File: src/rtl/lpd_pkg.sv
package lpd_pkg;

  // entry and address geometry
  localparam int unsigned ENTRY_W     = 64;
  localparam int unsigned PA_W        = 52;
  localparam int unsigned PAGE_SHIFT  = 21;
  localparam logic [5:0]  HAW_CLIENT  = 6'h27;
  localparam logic [5:0]  HAW_SERVER  = 6'h2E;

  // entry field positions
  localparam int unsigned BIT_NO_RUN      = 63;
  localparam int unsigned BIT_RES_LO_TOP  = 20;
  localparam int unsigned BIT_RES_LO_BOT  = 13;
  localparam int unsigned BIT_CACHE_IDX   = 12;
  localparam int unsigned BIT_UNUSED      = 11;
  localparam int unsigned BIT_EXT_USE     = 10;
  localparam int unsigned BIT_IGN_LO      = 9;
  localparam int unsigned BIT_GLOBAL      = 8;
  localparam int unsigned BIT_PAGE_SIZE   = 7;
  localparam int unsigned BIT_DIRTY       = 6;
  localparam int unsigned BIT_ACCESSED    = 5;
  localparam int unsigned BIT_CACHE_OFF   = 4;
  localparam int unsigned BIT_WR_THROUGH  = 3;
  localparam int unsigned BIT_USER        = 2;
  localparam int unsigned BIT_WRITE       = 1;
  localparam int unsigned BIT_PRESENT     = 0;

  // register map (byte addresses)
  localparam logic [7:0] REG_CTRL   = 8'h00;
  localparam logic [7:0] REG_STATUS = 8'h04;
  localparam logic [7:0] REG_FAULTS = 8'h08;

  // control register fields
  localparam int unsigned CTRL_NO_RUN_ON   = 0;
  localparam int unsigned CTRL_TWO_STAGE   = 1;
  localparam int unsigned CTRL_EXT_TRACK   = 2;
  localparam int unsigned CTRL_GLOBAL_ON   = 3;
  localparam int unsigned CTRL_SUP_WP_ON   = 4;
  localparam int unsigned CTRL_SERVER_CFG  = 5;
  localparam int unsigned CTRL_W           = 6;
  localparam logic [5:0]  CTRL_RESET       = 6'h00;

  // status register fields (last completed walk)
  localparam int unsigned STAT_NOT_PRESENT = 0;
  localparam int unsigned STAT_BAD_FORMAT  = 1;
  localparam int unsigned STAT_DENIED      = 2;
  localparam int unsigned STAT_WROTE_BACK  = 3;
  localparam int unsigned STAT_W           = 4;

endpackage : lpd_pkg

File: src/rtl/lpd_leaf_decoder.sv
`timescale 1ns/100ps
// Contract
// - no-run flag refuses execute when enabled
// - bits 62:52 and 9 ignored
// - address width 39 client, 46 server
// - frame base from entry bits 21 and up
// - nested mode marks address guest physical
// - set extended-use flag when tracking on
// - global bit gets no special treatment
// - successful write sets dirty flag
// - first access sets accessed flag
// - user bit zero blocks user requests
// - write bit zero denies user writes
// - every request checked as user privilege
// - bits 12,4,3 form memory-type index
// - bit 11 never used
module lpd_leaf_decoder
  import lpd_pkg::*;
(
  input  wire logic                 clk_sys_i,       // 250 MHz system clock
  input  wire logic                 rst_n_i,         // async reset, active low
  // register port
  input  wire logic [7:0]           reg_addr_i,      // byte address
  input  wire logic [31:0]          reg_wdata_i,     // write data
  input  wire logic                 reg_wr_i,        // write strobe
  input  wire logic                 reg_rd_i,        // read strobe
  output logic      [31:0]          reg_rdata_o,     // read data, one cycle later
  // translation request with the fetched leaf entry
  input  wire logic                 req_valid_i,     // request pulse
  input  wire logic                 req_write_i,     // request is a write
  input  wire logic                 req_exec_i,      // request is an instruction fetch
  input  wire logic [20:0]          req_offset_i,    // low address bits within page
  input  wire logic [ENTRY_W-1:0]   entry_i,         // leaf entry from table memory
  // translation answer
  output logic                      rsp_valid_o,     // answer pulse
  output logic                      rsp_fault_o,     // translation fault
  output logic                      rsp_denied_o,    // permission refused
  output logic      [PA_W-1:0]      rsp_addr_o,      // final address
  output logic                      guest_phys_addr_o, // address needs second stage
  output logic      [2:0]           rsp_mem_idx_o,   // memory-type lookup index
  // entry update toward table memory
  output logic                      wb_valid_o,      // entry must be written back
  output logic      [ENTRY_W-1:0]   wb_entry_o       // entry with flags updated
);

  ////////////////////////////////////////////////////////////////////////////
  // control and decode signals

  logic [CTRL_W-1:0] ctrl_q;          // software control bits
  logic [STAT_W-1:0] stat_q;          // outcome of last walk
  logic [31:0]       fault_cnt_q;     // faults and denials seen
  logic [5:0]        host_addr_width; // active address width
  logic [PA_W-1:0]   res_hi_mask;     // reserved bits above the address field
  logic              no_run_feature_on;
  logic              two_stage_translation_on;
  logic              extended_use_tracking_on;
  logic              global_pages_on;
  logic              supervisor_write_protect_on;
  logic              is_user;         // privilege of the checked request
  logic              not_present;     // present flag clear
  logic              bad_format;      // page size clear or reserved set
  logic              fault_c;         // walk aborts
  logic              user_deny;       // user access blocked
  logic              write_deny;      // write blocked
  logic              exec_deny;       // fetch blocked
  logic              denied_c;        // any permission refusal
  logic              ok_c;            // walk and check both pass
  logic [ENTRY_W-1:0] new_entry;      // entry with flags set

  assign no_run_feature_on           = ctrl_q[CTRL_NO_RUN_ON];
  assign two_stage_translation_on    = ctrl_q[CTRL_TWO_STAGE];
  assign extended_use_tracking_on    = ctrl_q[CTRL_EXT_TRACK];
  // stored for software only, global pages are not built here
  assign global_pages_on             = ctrl_q[CTRL_GLOBAL_ON];
  assign supervisor_write_protect_on = ctrl_q[CTRL_SUP_WP_ON];

  assign is_user = 1'b1;

  ////////////////////////////////////////////////////////////////////////////
  // address width and reserved field mask

  assign host_addr_width = ctrl_q[CTRL_SERVER_CFG] ? HAW_SERVER : HAW_CLIENT;

  // one mask bit per entry bit below bit 52: reserved from the width up to bit 51
  for (genvar gi = 0; gi < PA_W; gi++) begin : g_mask
    assign res_hi_mask[gi] = (6'(gi) >= host_addr_width);
  end

  ////////////////////////////////////////////////////////////////////////////
  // entry check

  assign not_present = ~entry_i[BIT_PRESENT];
  assign bad_format  = ~entry_i[BIT_PAGE_SIZE]
                     | (|(entry_i[PA_W-1:0] & res_hi_mask))
                     | (|entry_i[BIT_RES_LO_TOP:BIT_RES_LO_BOT]);
  assign fault_c     = not_present | bad_format;

  assign user_deny  = is_user & ~entry_i[BIT_USER];
  assign write_deny = req_write_i & ~entry_i[BIT_WRITE]
                    & (is_user | supervisor_write_protect_on);
  assign exec_deny  = req_exec_i & no_run_feature_on & entry_i[BIT_NO_RUN];
  assign denied_c   = user_deny | write_deny | exec_deny;
  assign ok_c       = ~fault_c & ~denied_c;

  // flag updates, only on a walk that yields an address
  always_comb begin
    new_entry = entry_i;
    if (ok_c) begin
      new_entry[BIT_ACCESSED] = 1'b1;
    end
    if (ok_c && req_write_i) begin
      new_entry[BIT_DIRTY] = 1'b1;
    end
    if (ok_c && extended_use_tracking_on) begin
      new_entry[BIT_EXT_USE] = 1'b1;
    end
  end

  ////////////////////////////////////////////////////////////////////////////
  // answer registers

  // answer one cycle after each request
  always_ff @(posedge clk_sys_i or negedge rst_n_i) begin
    if (!rst_n_i) begin
      rsp_valid_o  <= 1'b0;
      rsp_fault_o  <= 1'b0;
      rsp_denied_o <= 1'b0;
    end else begin
      rsp_valid_o  <= req_valid_i;
      rsp_fault_o  <= req_valid_i & fault_c;
      // a fault hides any permission outcome
      rsp_denied_o <= req_valid_i & ~fault_c & denied_c;
    end
  end

  // final address and attributes
  always_ff @(posedge clk_sys_i or negedge rst_n_i) begin
    if (!rst_n_i) begin
      rsp_addr_o        <= '0;
      guest_phys_addr_o <= 1'b0;
      rsp_mem_idx_o     <= 3'h0;
    end else if (req_valid_i) begin
      if (ok_c) begin
        rsp_addr_o <= {entry_i[PA_W-1:PAGE_SHIFT], req_offset_i};
      end else begin
        rsp_addr_o <= '0;
      end
      guest_phys_addr_o <= ok_c & two_stage_translation_on;
      rsp_mem_idx_o <= {entry_i[BIT_CACHE_IDX], entry_i[BIT_CACHE_OFF],
                        entry_i[BIT_WR_THROUGH]};
    end
  end

  // write back only when a flag actually changed, saving table traffic
  always_ff @(posedge clk_sys_i or negedge rst_n_i) begin
    if (!rst_n_i) begin
      wb_valid_o <= 1'b0;
      wb_entry_o <= '0;
    end else begin
      wb_valid_o <= req_valid_i & (new_entry != entry_i);
      if (req_valid_i) begin
        wb_entry_o <= new_entry;
      end
    end
  end

  ////////////////////////////////////////////////////////////////////////////
  // register port

  // control register write
  always_ff @(posedge clk_sys_i or negedge rst_n_i) begin
    if (!rst_n_i) begin
      ctrl_q <= CTRL_RESET;
    end else if (reg_wr_i && reg_addr_i == REG_CTRL) begin
      ctrl_q <= reg_wdata_i[CTRL_W-1:0];
    end
  end

  // last walk outcome
  always_ff @(posedge clk_sys_i or negedge rst_n_i) begin
    if (!rst_n_i) begin
      stat_q <= '0;
    end else if (req_valid_i) begin
      stat_q[STAT_NOT_PRESENT] <= not_present;
      stat_q[STAT_BAD_FORMAT]  <= bad_format;
      stat_q[STAT_DENIED]      <= ~fault_c & denied_c;
      stat_q[STAT_WROTE_BACK]  <= new_entry != entry_i;
    end
  end

  // fault counter, a write clears it; a count in the same cycle restarts it at one
  always_ff @(posedge clk_sys_i or negedge rst_n_i) begin
    if (!rst_n_i) begin
      fault_cnt_q <= '0;
    end else if (req_valid_i && !ok_c) begin
      fault_cnt_q <= (reg_wr_i && reg_addr_i == REG_FAULTS) ? 32'h1 : fault_cnt_q + 32'h1;
    end else if (reg_wr_i && reg_addr_i == REG_FAULTS) begin
      fault_cnt_q <= '0;
    end
  end

  // read data, unmapped addresses read zero
  always_ff @(posedge clk_sys_i or negedge rst_n_i) begin
    if (!rst_n_i) begin
      reg_rdata_o <= '0;
    end else if (reg_rd_i) begin
      unique case (reg_addr_i)
        REG_CTRL:   reg_rdata_o <= {26'h0, ctrl_q};
        REG_STATUS: reg_rdata_o <= {28'h0, stat_q};
        REG_FAULTS: reg_rdata_o <= fault_cnt_q;
        default:    reg_rdata_o <= '0;
      endcase
    end else begin
      reg_rdata_o <= '0;
    end
  end
endmodule // lpd_leaf_decoder

File: config.mk
export PLATFORM = sky130hd
export DESIGN_NAME = lpd_leaf_decoder
export DESIGN_NICKNAME = d
export VERILOG_FILES = /design/src/rtl/lpd_pkg.sv /design/src/rtl/lpd_leaf_decoder.sv
export SDC_FILE = /design/constraint.sdc
export NUM_CORES = 1
export LEC_CHECK = 0
export ABC_AREA = 0
export ABC_CLOCK_PERIOD_IN_PS = 2750
export BUFFER_PORTS_ARGS = -buffer_cell sky130_fd_sc_hd__buf_2
export CAP_MARGIN = 10
export CORE_AREA = 2 2 106 160
export CTS_BUF_LIST = sky130_fd_sc_hd__clkbuf_4 sky130_fd_sc_hd__clkbuf_8 sky130_fd_sc_hd__clkbuf_16
export CTS_CLUSTER_DIAMETER = 30
export CTS_CLUSTER_SIZE = 10
export DETAILED_ROUTE_END_ITERATION = 10
export DIE_AREA = 0 0 108 162
export PLACE_DENSITY_LB_ADDON = 0.05
export SLEW_MARGIN = 20
export SYNTH_ARGS = -nofsm -noshare
export SYNTH_HDL_FRONTEND = slang
export SYNTH_SLANG_ARGS = --single-unit
File: constraint.sdc
create_clock -name clk_sys_i -period 2.75 [get_ports clk_sys_i]
set_input_delay 0.4125 -clock clk_sys_i [delete_from_list [all_inputs] [get_ports clk_sys_i]]
set_output_delay 0.4125 -clock clk_sys_i [all_outputs]
set_load 0.03 [all_outputs]
# After elaboration in Yosys (flattened, before gate mapping)
# Index checks and enable logic that the tools add are counted.
# word_totals
reg_bits,198
# op_classes
n_addsub,1
order_cmp,52
n_eq_ne,3
n_mux,10
n_bitwise,22
reduce_logical,10
# ops
op,count
32-bit 2-to-1 mux,4
"6-bit greater-or-equal comparator, first input constant",20
"5-bit by 6-bit greater-or-equal comparator with 1-bit output, first input constant",16
32-bit one-hot mux with 3 select lines,1
52-bit bitwise AND,1
52-bit 2-to-1 mux,1
52-bit OR reduction,1
"4-bit by 6-bit greater-or-equal comparator with 1-bit output, first input constant",8
"32-bit by 1-bit adder with 32-bit output, second input constant",1
"3-bit by 6-bit greater-or-equal comparator with 1-bit output, first input constant",4
"1-bit by 6-bit greater-or-equal comparator with 1-bit output, first input constant",2
"2-bit by 6-bit greater-or-equal comparator with 1-bit output, first input constant",2
1-bit bitwise AND,10
"8-bit by 3-bit equality test with 1-bit output, second input constant",1
"8-bit by 4-bit equality test with 1-bit output, second input constant",1
8-bit logical NOT,1
8-bit OR reduction,1
1-bit inverter,6
1-bit logical AND,5
1-bit OR,5
4-bit 2-to-1 mux,1
1-bit 2-to-1 mux,3
3-bit inequality test,1
2-bit nonzero test,1
1-bit logical NOT,1

# Depth between registers and ports, before layout
# Gate-level depths: netlist (run 1).
# depth
ltp_word,13
mapped_depth,7

# Worst setup path after synthesis (run 1)
# No wires, ideal clock.
# synth_path
path_kind,input to register
startpoint,input port entry_i[46]
endpoint,register fault_cnt_q[5]
setup_ns,0.119
arrival_ns,1.942
setup_slack_ns,0.689
path_stages,7
n_path_buf,2
path_cell_list,nor4b_1 -> nand4_1 -> nor3_1 -> buf_2 -> buf_2 -> nor4_1 -> o21a_1
# synth_between
elab_chain_cells,10
# synth_rtl
item,line,rtl
"start, declared",lpd_leaf_decoder.sv:33,"input wire logic [ENTRY_W-1:0] entry_i,"
52-bit bitwise AND *,lpd_leaf_decoder.sv:94,| (|(entry_i[PA_W-1:0] & res_hi_mask))
52-bit OR reduction *,lpd_leaf_decoder.sv:94,
1-bit OR *,lpd_leaf_decoder.sv:94,
1-bit OR *,lpd_leaf_decoder.sv:95,| (|entry_i[BIT_RES_LO_TOP:BIT_RES_LO_BOT]);
1-bit OR *,lpd_leaf_decoder.sv:96,assign fault_c = not_present | bad_format;
1-bit inverter *,lpd_leaf_decoder.sv:103,assign ok_c = ~fault_c & ~denied_c;
1-bit bitwise AND *,lpd_leaf_decoder.sv:103,
1-bit logical NOT *,lpd_leaf_decoder.sv:195,end else if (req_valid_i && !ok_c) begin
1-bit logical AND *,lpd_leaf_decoder.sv:195,
32-bit 2-to-1 mux / 2-bit nonzero test (equally long branches),n/a,
"end signal, assigned",lpd_leaf_decoder.sv:196,fault_cnt_q <= (reg_wr_i && reg_addr_i == REG_FAULTS) ? 32'h1 : fault_cnt_q + 32'h1;
"end, declared",lpd_leaf_decoder.sv:51,logic [31:0] fault_cnt_q;
# Mark *: on every way between the ends. The rest lies on a longest branch, timed or not.
# A chain may end at the register's enable or synchronous reset.

# Worst setup path in the final report (run 1)
# layout_path
startpoint,register fault_cnt_q[17]
endpoint,register fault_cnt_q[28]
# layout_between
elab_chain_cells,3
# layout_rtl
item,line
32-bit by 1-bit adder with 32-bit output,lpd_leaf_decoder.sv:196
32-bit 2-to-1 mux,lpd_leaf_decoder.sv:196
32-bit 2-to-1 mux,lpd_leaf_decoder.sv:195
# No other way between the ends.

==> results.txt, run 1 <==
Clk root buf - clkbuf_16
#FFs+latches synth - 195
Clock network power share - 0.386
TNS Setup - 0 ns
Routability cong. - 0.785
Max-slew violations - 0
Async set-reset flop share out of synthesis - 1.00
Placed cell count - 1119
Leakage power - 5.07 nW
Syn Std Cell Area - 7930 µm²
R2r endpoint - fault_cnt_q[28]
CP Capture Type - flop
DR vias/cell - 5.40
Initial core utilization - 0.494
Critical Path AT - 2.59 ns
Sequential share of the synthesized area - 0.616
DRT iter0 DRCs - 282
CTS clk-pin slew, worst paths - 0.08 ns
Global-route wire length before repair - 32700 µm
Antenna Nets Post-Route - 0
Reg2Reg Setup Slack - 0.50 ns
Syn_nets - 813
R2R depth - 5
DR WL/cell - 17.5 µm
H-Tree Level Count - 4
CTS tree - yes
Internal - 4.58 mW
Vias - 6226
Crit path capture - fault_cnt_q[28]
Std-Cell Core Area - 16000 µm²
Comb pwr share - 0.129
Setup violators final - 0
I/O pins - 288
Sw Pwr - 1.85 mW
Drt total wl - 20200 µm
Startpoint types - flop
Ys flop type - dfrtp_1
EDFF count, synth - 0
Post-Layout Cell Count - 1154
Final clock skew - 0.00989 ns
Final instance area - 10100 µm²
Dpl ws - 0.406 ns
DP Wirelength - 14400 µm
Critical Path Fanout Max - 7
Number of global-route vias before repair - 6505
RSZ-0062 raised after global routing - no
Initial antenna violation count - 1
Die width - 108 µm
Worst Hold Class - primary input to flop
Most common cell after layout, fill and taps aside - buf_2
Worst-Skew Late Latency - 0.42 ns
Max frequency - 445 MHz
Post-route setup slack - 0.504 ns
Deepest clock path buffer count - 2
Post-CTS Setup Inserts - 0
Reg power frac - 0.485
Die area - 17500 µm²
Synth Warn # - 0
Final hold slack - 0.203 ns
Hold_buf cts - 1
TritonCTS Sinks - 195
Most frequent cells in the layout - 259 x buf_2, 195 x dfrtp_1, 72 x nand2_1
Total gr overflow - 0
Status - complete, no violations
Area after DPL - 9440 µm²
Power per Cell Area - 640 nW/µm²
CP required - 3.10 ns
Largest net degree at the start of global routing - 127
Height of the die - 162 µm
Crit Path Class - flop to flop
Number of max-cap violations - 0
Cells after synthesis - 680
Fin crit share - 0.817
DRC viols - 0
Tot Pwr - 6.43 mW
Total GRT Usage - 0.238
VDD IR-drop max - 434 µV
Crit path from - fault_cnt_q[17]
Worst-Margin Slew - 0.613 ns
Row count - 57
Mean Syn Cell Area - 11.7 µm²
Fin. Hold Viols - 0
FILL cells - 1380
Pre-antenna DRT Iters - 4
Fin crit period - 2.25 ns
Cts bufs inserted - 17
Sw Share - 0.288
Share of cells above drive strength 1 - 0.388
Number of I/O port buffers - 261
Synth cell types - 53
Final nets - 1066
Max-slew headroom - 0.591
Finished Core Util - 0.627
Area Growth Syn to Fin - 26.8%
R2R Path Start - fault_cnt_q[17]
Post-CTS sizing - 0
worst min-delay path by stage:
stage	start	to	depth (start not counted)	slack, ns
3_5_place_dp	rst_n_i	fault_cnt_q[29]	1	0.45
6_report	req_offset_i[18]	rsp_addr_o[18]	3	0.20
5_1_grt	entry_i[4]	rsp_mem_idx_o[1]	2	0.21
2_1_floorplan	rst_n_i	ctrl_q[0]	0	0.12
4_1_cts	req_offset_i[18]	rsp_addr_o[18]	3	0.20
3_3_place_gp	rst_n_i	reg_rdata_o[27]	1	0.44
flip-flops by register name, summed over array words and instances (netlist names):
signal / cells
rsp_valid_o: 1
stat_q: 4
rsp_denied_o: 1
rsp_mem_idx_o: 2
fault_cnt_q: 32
wb_entry_o: 62
rsp_fault_o: 1
rsp_addr_o: 52
guest_phys_addr_o: 1
ctrl_q: 6
reg_rdata_o: 32
wb_valid_o: 1
logic make-up after synthesis:
group	after synthesis	synth area share
AND/OR/NAND/NOR	217	0.151
flip-flops	195	0.616
AO/OA/AOI/OAI	143	0.122
buffers and inverters	74	0.0399
multiplexers	48	0.0672
XOR/XNOR	2	0.00221
adder cells (fa/ha/maj)	1	0.00158
worst max-delay path: stages, from the launching register on:
cell,delay (ns)
dfrtp_1,0.48
and4_1,0.28
nand4_2,0.22
or4b_4,0.56
or4_1,0.48
a21oi_1,0.16
layer usage:
layer	vias up	part of all wire	GRT usage
met5	-	0	0
met4	0	0.024	0.0868
met3	33	0.057	0.0598
met2	181	0.54	0.419
met1	3097	0.38	0.278
li1	2915	-	-
cell usage after synthesis, types with 2 or more instances:
library cell	n	area [µm²]
nor4_1	6	37.5
nor3_1	7	35.0
a21oi_1	32	160
nand4_4	2	42.5
and2_1	24	150
and2_2	3	22.5
clkbuf_1	29	109
or4_1	16	120
or3_1	10	62.6
a31oi_1	2	12.5
and3_1	5	31.3
mux2_2	42	473
o2bb2ai_1	47	412
clkbuf_8	2	27.5
o21ai_0	35	175
dfrtp_1	195	4880
o311ai_0	2	17.5
nand3_1	13	65.1
o211ai_1	2	15.0
o31ai_1	15	113
nand4_1	8	50.1
and4_1	3	26.3
mux2i_1	6	60.1
buf_1	4	15.0
buf_2	3	15.0
nor2_1	26	97.6
nand2_1	72	270
buf_4	4	30.0
nand4b_1	2	17.5
nor2b_1	8	50.1
inv_1	32	120
a21o_1	2	15.0
power by group through the flow:
stage	logic [mW]	clock network (mW)	registers [mW]
4_1_cts	0.841	2.54	3.12
5_1_grt	0.906	2.64	3.14
6_report	0.829	2.49	3.12
3_3_place_gp	0.813	0	3.16
2_1_floorplan	0.318	0	3.34
3_5_place_dp	0.837	0	3.17
final cells by class:
type	count	area, µm²	area share
inverters	32	120	0.0119
repair buffers	276	1460	0.145
clock inverters	15	171	0.0171
well taps	206	258	0.0256
clock buffers	17	425	0.0423
diodes	2	5.00	0.000498
flip-flops and latches	195	4880	0.485
multi-input cells	411	2740	0.272
No activity file was read; power rests on OpenSTA's default activity.
==> run 2, diff against run 1 <==
--- a/config.mk
+++ b/config.mk
@@ -6,15 +6,15 @@
 export NUM_CORES = 1
 export LEC_CHECK = 0
 export ABC_AREA = 0
-export ABC_CLOCK_PERIOD_IN_PS = 2750
+export ABC_CLOCK_PERIOD_IN_PS = 1800
 export BUFFER_PORTS_ARGS = -buffer_cell sky130_fd_sc_hd__buf_2
 export CAP_MARGIN = 10
-export CORE_AREA = 2 2 106 160
+export CORE_AREA = 2 2 112 168
 export CTS_BUF_LIST = sky130_fd_sc_hd__clkbuf_4 sky130_fd_sc_hd__clkbuf_8 sky130_fd_sc_hd__clkbuf_16
 export CTS_CLUSTER_DIAMETER = 30
 export CTS_CLUSTER_SIZE = 10
 export DETAILED_ROUTE_END_ITERATION = 10
-export DIE_AREA = 0 0 108 162
+export DIE_AREA = 0 0 114 170
 export PLACE_DENSITY_LB_ADDON = 0.05
 export SLEW_MARGIN = 20
 export SYNTH_ARGS = -nofsm -noshare
==> constraint.sdc (replaced) <==
create_clock -name clk_sys_i -period 1.8 [get_ports clk_sys_i]
set_input_delay 0.27 -clock clk_sys_i [delete_from_list [all_inputs] [get_ports clk_sys_i]]
set_output_delay 0.27 -clock clk_sys_i [all_outputs]
set_load 0.03 [all_outputs]
==> results.txt, run 2 (synthesized netlist as in run 1, its figures left out) <==
Status - finished with violations
Failing checks - setup timing
Cts bufs inserted - 17 (unchanged)
Die width - 114 µm (+5.6%)
Worst-Margin Slew - 0.586 ns (-0.0271 ns)
Fin crit share - 1.12 (+0.301)
R2R Path Start - fault_cnt_q[15]
TritonCTS Sinks - 195 (unchanged)
CTS tree - yes
Power per Cell Area - 927 nW/µm² (+45%)
Number of global-route vias before repair - 6684 (+2.8%)
Max stage delay cell, worst path - or4_4
Most common cell after layout, fill and taps aside - buf_2
Number of max-cap violations - 0 (unchanged)
Global-route wire length before repair - 33600 µm (+2.6%)
CP Capture Type - flop
Top reg by flops - wb_entry_o
Drt total wl - 21000 µm (+4.1%)
H-Tree Level Count - 4 (unchanged)
VDD IR-drop max - 515 µV (+19%)
Deepest clock path buffer count - 2 (unchanged)
Total gr overflow - 0 (unchanged)
DP Wirelength - 15300 µm (+6.4%)
Gr busiest metal - met2
Max-slew headroom - 0.609 (+0.0187)
Height of the die - 170 µm (+4.9%)
Largest net degree at the start of global routing - 128 (+0.79%)
Startpoint types - flop
Total GRT Usage - 0.220 (-0.0178)
Area Growth Syn to Fin - 34.3%
Final hold slack - 0.0687 ns (-0.135 ns)
R2r endpoint - fault_cnt_q[30]
DRC viols - 0 (unchanged)
Reg2Reg Setup Slack - -0.21 ns (-0.72 ns)
Most frequent cells in the layout - 259 x buf_2, 193 x dfrtp_1, 71 x nand2_1
Fin. Hold Viols - 0 (unchanged)
Initial core utilization - 0.444 (-0.0503)
Cell repeated most along the worst path - or4_4
RSZ-0062 raised after global routing - yes
Fin crit period - 2.01 ns (-0.234 ns)
Final clock skew - 0.00867 ns (-0.00122 ns)
Largest register FFs - 62 (unchanged)
Vias - 6418 (+3.1%)
Top Registers - wb_entry_o: 62 flops, rsp_addr_o: 52 flops
Post-route setup slack - -0.212 ns (-0.716 ns)
GR Util met2 - 0.391 (-0.0281)
Leakage power - 5.42 nW (+6.9%)
Critical Path AT - 2.37 ns (-0.22 ns)
Met3 Resource Use GR - 0.0552 (-0.00459)
CP required - 2.16 ns (-0.94 ns)
Setup violators final - 11 (+11)
Dpl ws - -0.330 ns (-0.737 ns)
Final nets - 1123 (+5.3%)
Number of I/O port buffers - 261 (unchanged)
Share of cells above drive strength 1 - 0.437 (+0.0487)
R2R depth - 5 (unchanged)
Hold wc startpoint - req_offset_i[2]
Initial antenna violation count - 1 (unchanged)
Max-slew violations - 0 (unchanged)
DR WL/cell - 17.2 µm (-1.6%)
Critical Path Fanout Max - 3 (-4)
Tot Pwr - 9.87 mW (+53%)
Post-Layout Cell Count - 1221 (+5.8%)
DR vias/cell - 5.26 (-2.6%)
Clk root buf - clkbuf_16
Max frequency - 497 MHz (+12%)
Pre-antenna DRT Iters - 6 (+2)
Hold path depth - 3 (unchanged)
Die area - 19400 µm² (+11%)
Antenna Nets Post-Route - 0 (unchanged)
Row count - 60 (+5.3%)
DRT iter0 DRCs - 311 (+10%)
Crit-path cells - nand4_4 > or4_4 > or3_4 > or4_4 > a21oi_2
Worst-Skew Late Latency - 0.43 ns (about the same)
TNS Setup - -0.821 ns (-0.821 ns)
Crit Path Class - flop to flop
Placed cell count - 1184 (+5.8%)
Slowest stage delay, CP - 0.51 ns (-0.05 ns)
Worst Hold Class - primary input to flop
Hold EP - rsp_addr_o[2]
CTS clk-pin slew, worst paths - 0.07 ns (about the same)
Routability cong. - 0.865 (+10%)
Std-Cell Core Area - 17900 µm² (+11%)
I/O pins - 288 (unchanged)
GR Util met1 - 0.248 (-0.0301)
[run 2: cell count changes in the layout (fill, tap and decap cells not counted), moves of 3 or more]
cell | previous run | this run
a21oi_1 | 32 | 29
a21oi_2 | 0 | 3
buf_12 | 2 | 10
buf_4 | 13 | 62
clkinv_8 | 3 | 0
[run 2: timing repair]
| item | CTS | global route |
|---|---|---|
| setup buffers | 0 | 3 |
| pin swaps | 3 | 7 |
| endpoints found under the hold margin | 195 | 0 |
| setup endpoints to repair | 15 | 23 |
| hold buffers | 1 | 0 |
| resized for setup | 10 | 7 |
[run 2: how the worst max path moves through the flow]
stage / slack (ns) / cells after the start / endpoint / from
global route: -0.26 / 5 / fault_cnt_q[30] / fault_cnt_q[15]
finish: -0.21 / 5 / fault_cnt_q[30] / fault_cnt_q[15]
floorplan: -0.17 / 5 / fault_cnt_q[30] / fault_cnt_q[6]
detailed placement: -0.33 / 6 / stat_q[3] / entry_i[46]
CTS: -0.21 / 5 / fault_cnt_q[30] / fault_cnt_q[15]
global placement: -0.30 / 6 / stat_q[3] / entry_i[46]
[run 2: metal layers]
metal	routed length, µm	up-vias
met3	1140	38
met4	663	0
met5	0	-
met1	8000	3172
li1	-	3030
met2	11200	178
[run 2: power by group]
part	switching (mW)	internal, mW
Combinational	0.901	0.542
Sequential	0.156	4.59
Clock	1.71	1.97
[run 2: layout make-up]
| type | count | area, µm² |
|---|---|---|
| Antenna cell | 1 | 2.50 |
| Timing Repair Buffer | 333 | 1990 |
| Clock inverter | 13 | 125 |
| Tap cell | 217 | 272 |
| Clock buffer | 19 | 440 |
| Fill cell | 1553 | 7220 |
| Multi-Input combinational cell | 411 | 2820 |
| Inverter | 32 | 120 |
| Sequential cell | 195 | 4880 |
[run 2: worst max-delay path, delay by kind of cell, from the launching register on]
family / cells / cell delay (ns)
AND/OR/NAND/NOR: 4 / 1.41
flip-flops: 1 / 0.40
AO/OA/AOI/OAI: 1 / 0.13
[run 2: stage by stage]
step                utilization  area, µm²
finish                    0.596      10600
global route              0.596      10600
floorplan                     -       7940
global placement          0.558       9980
detailed placement        0.558       9980
CTS                       0.593      10600
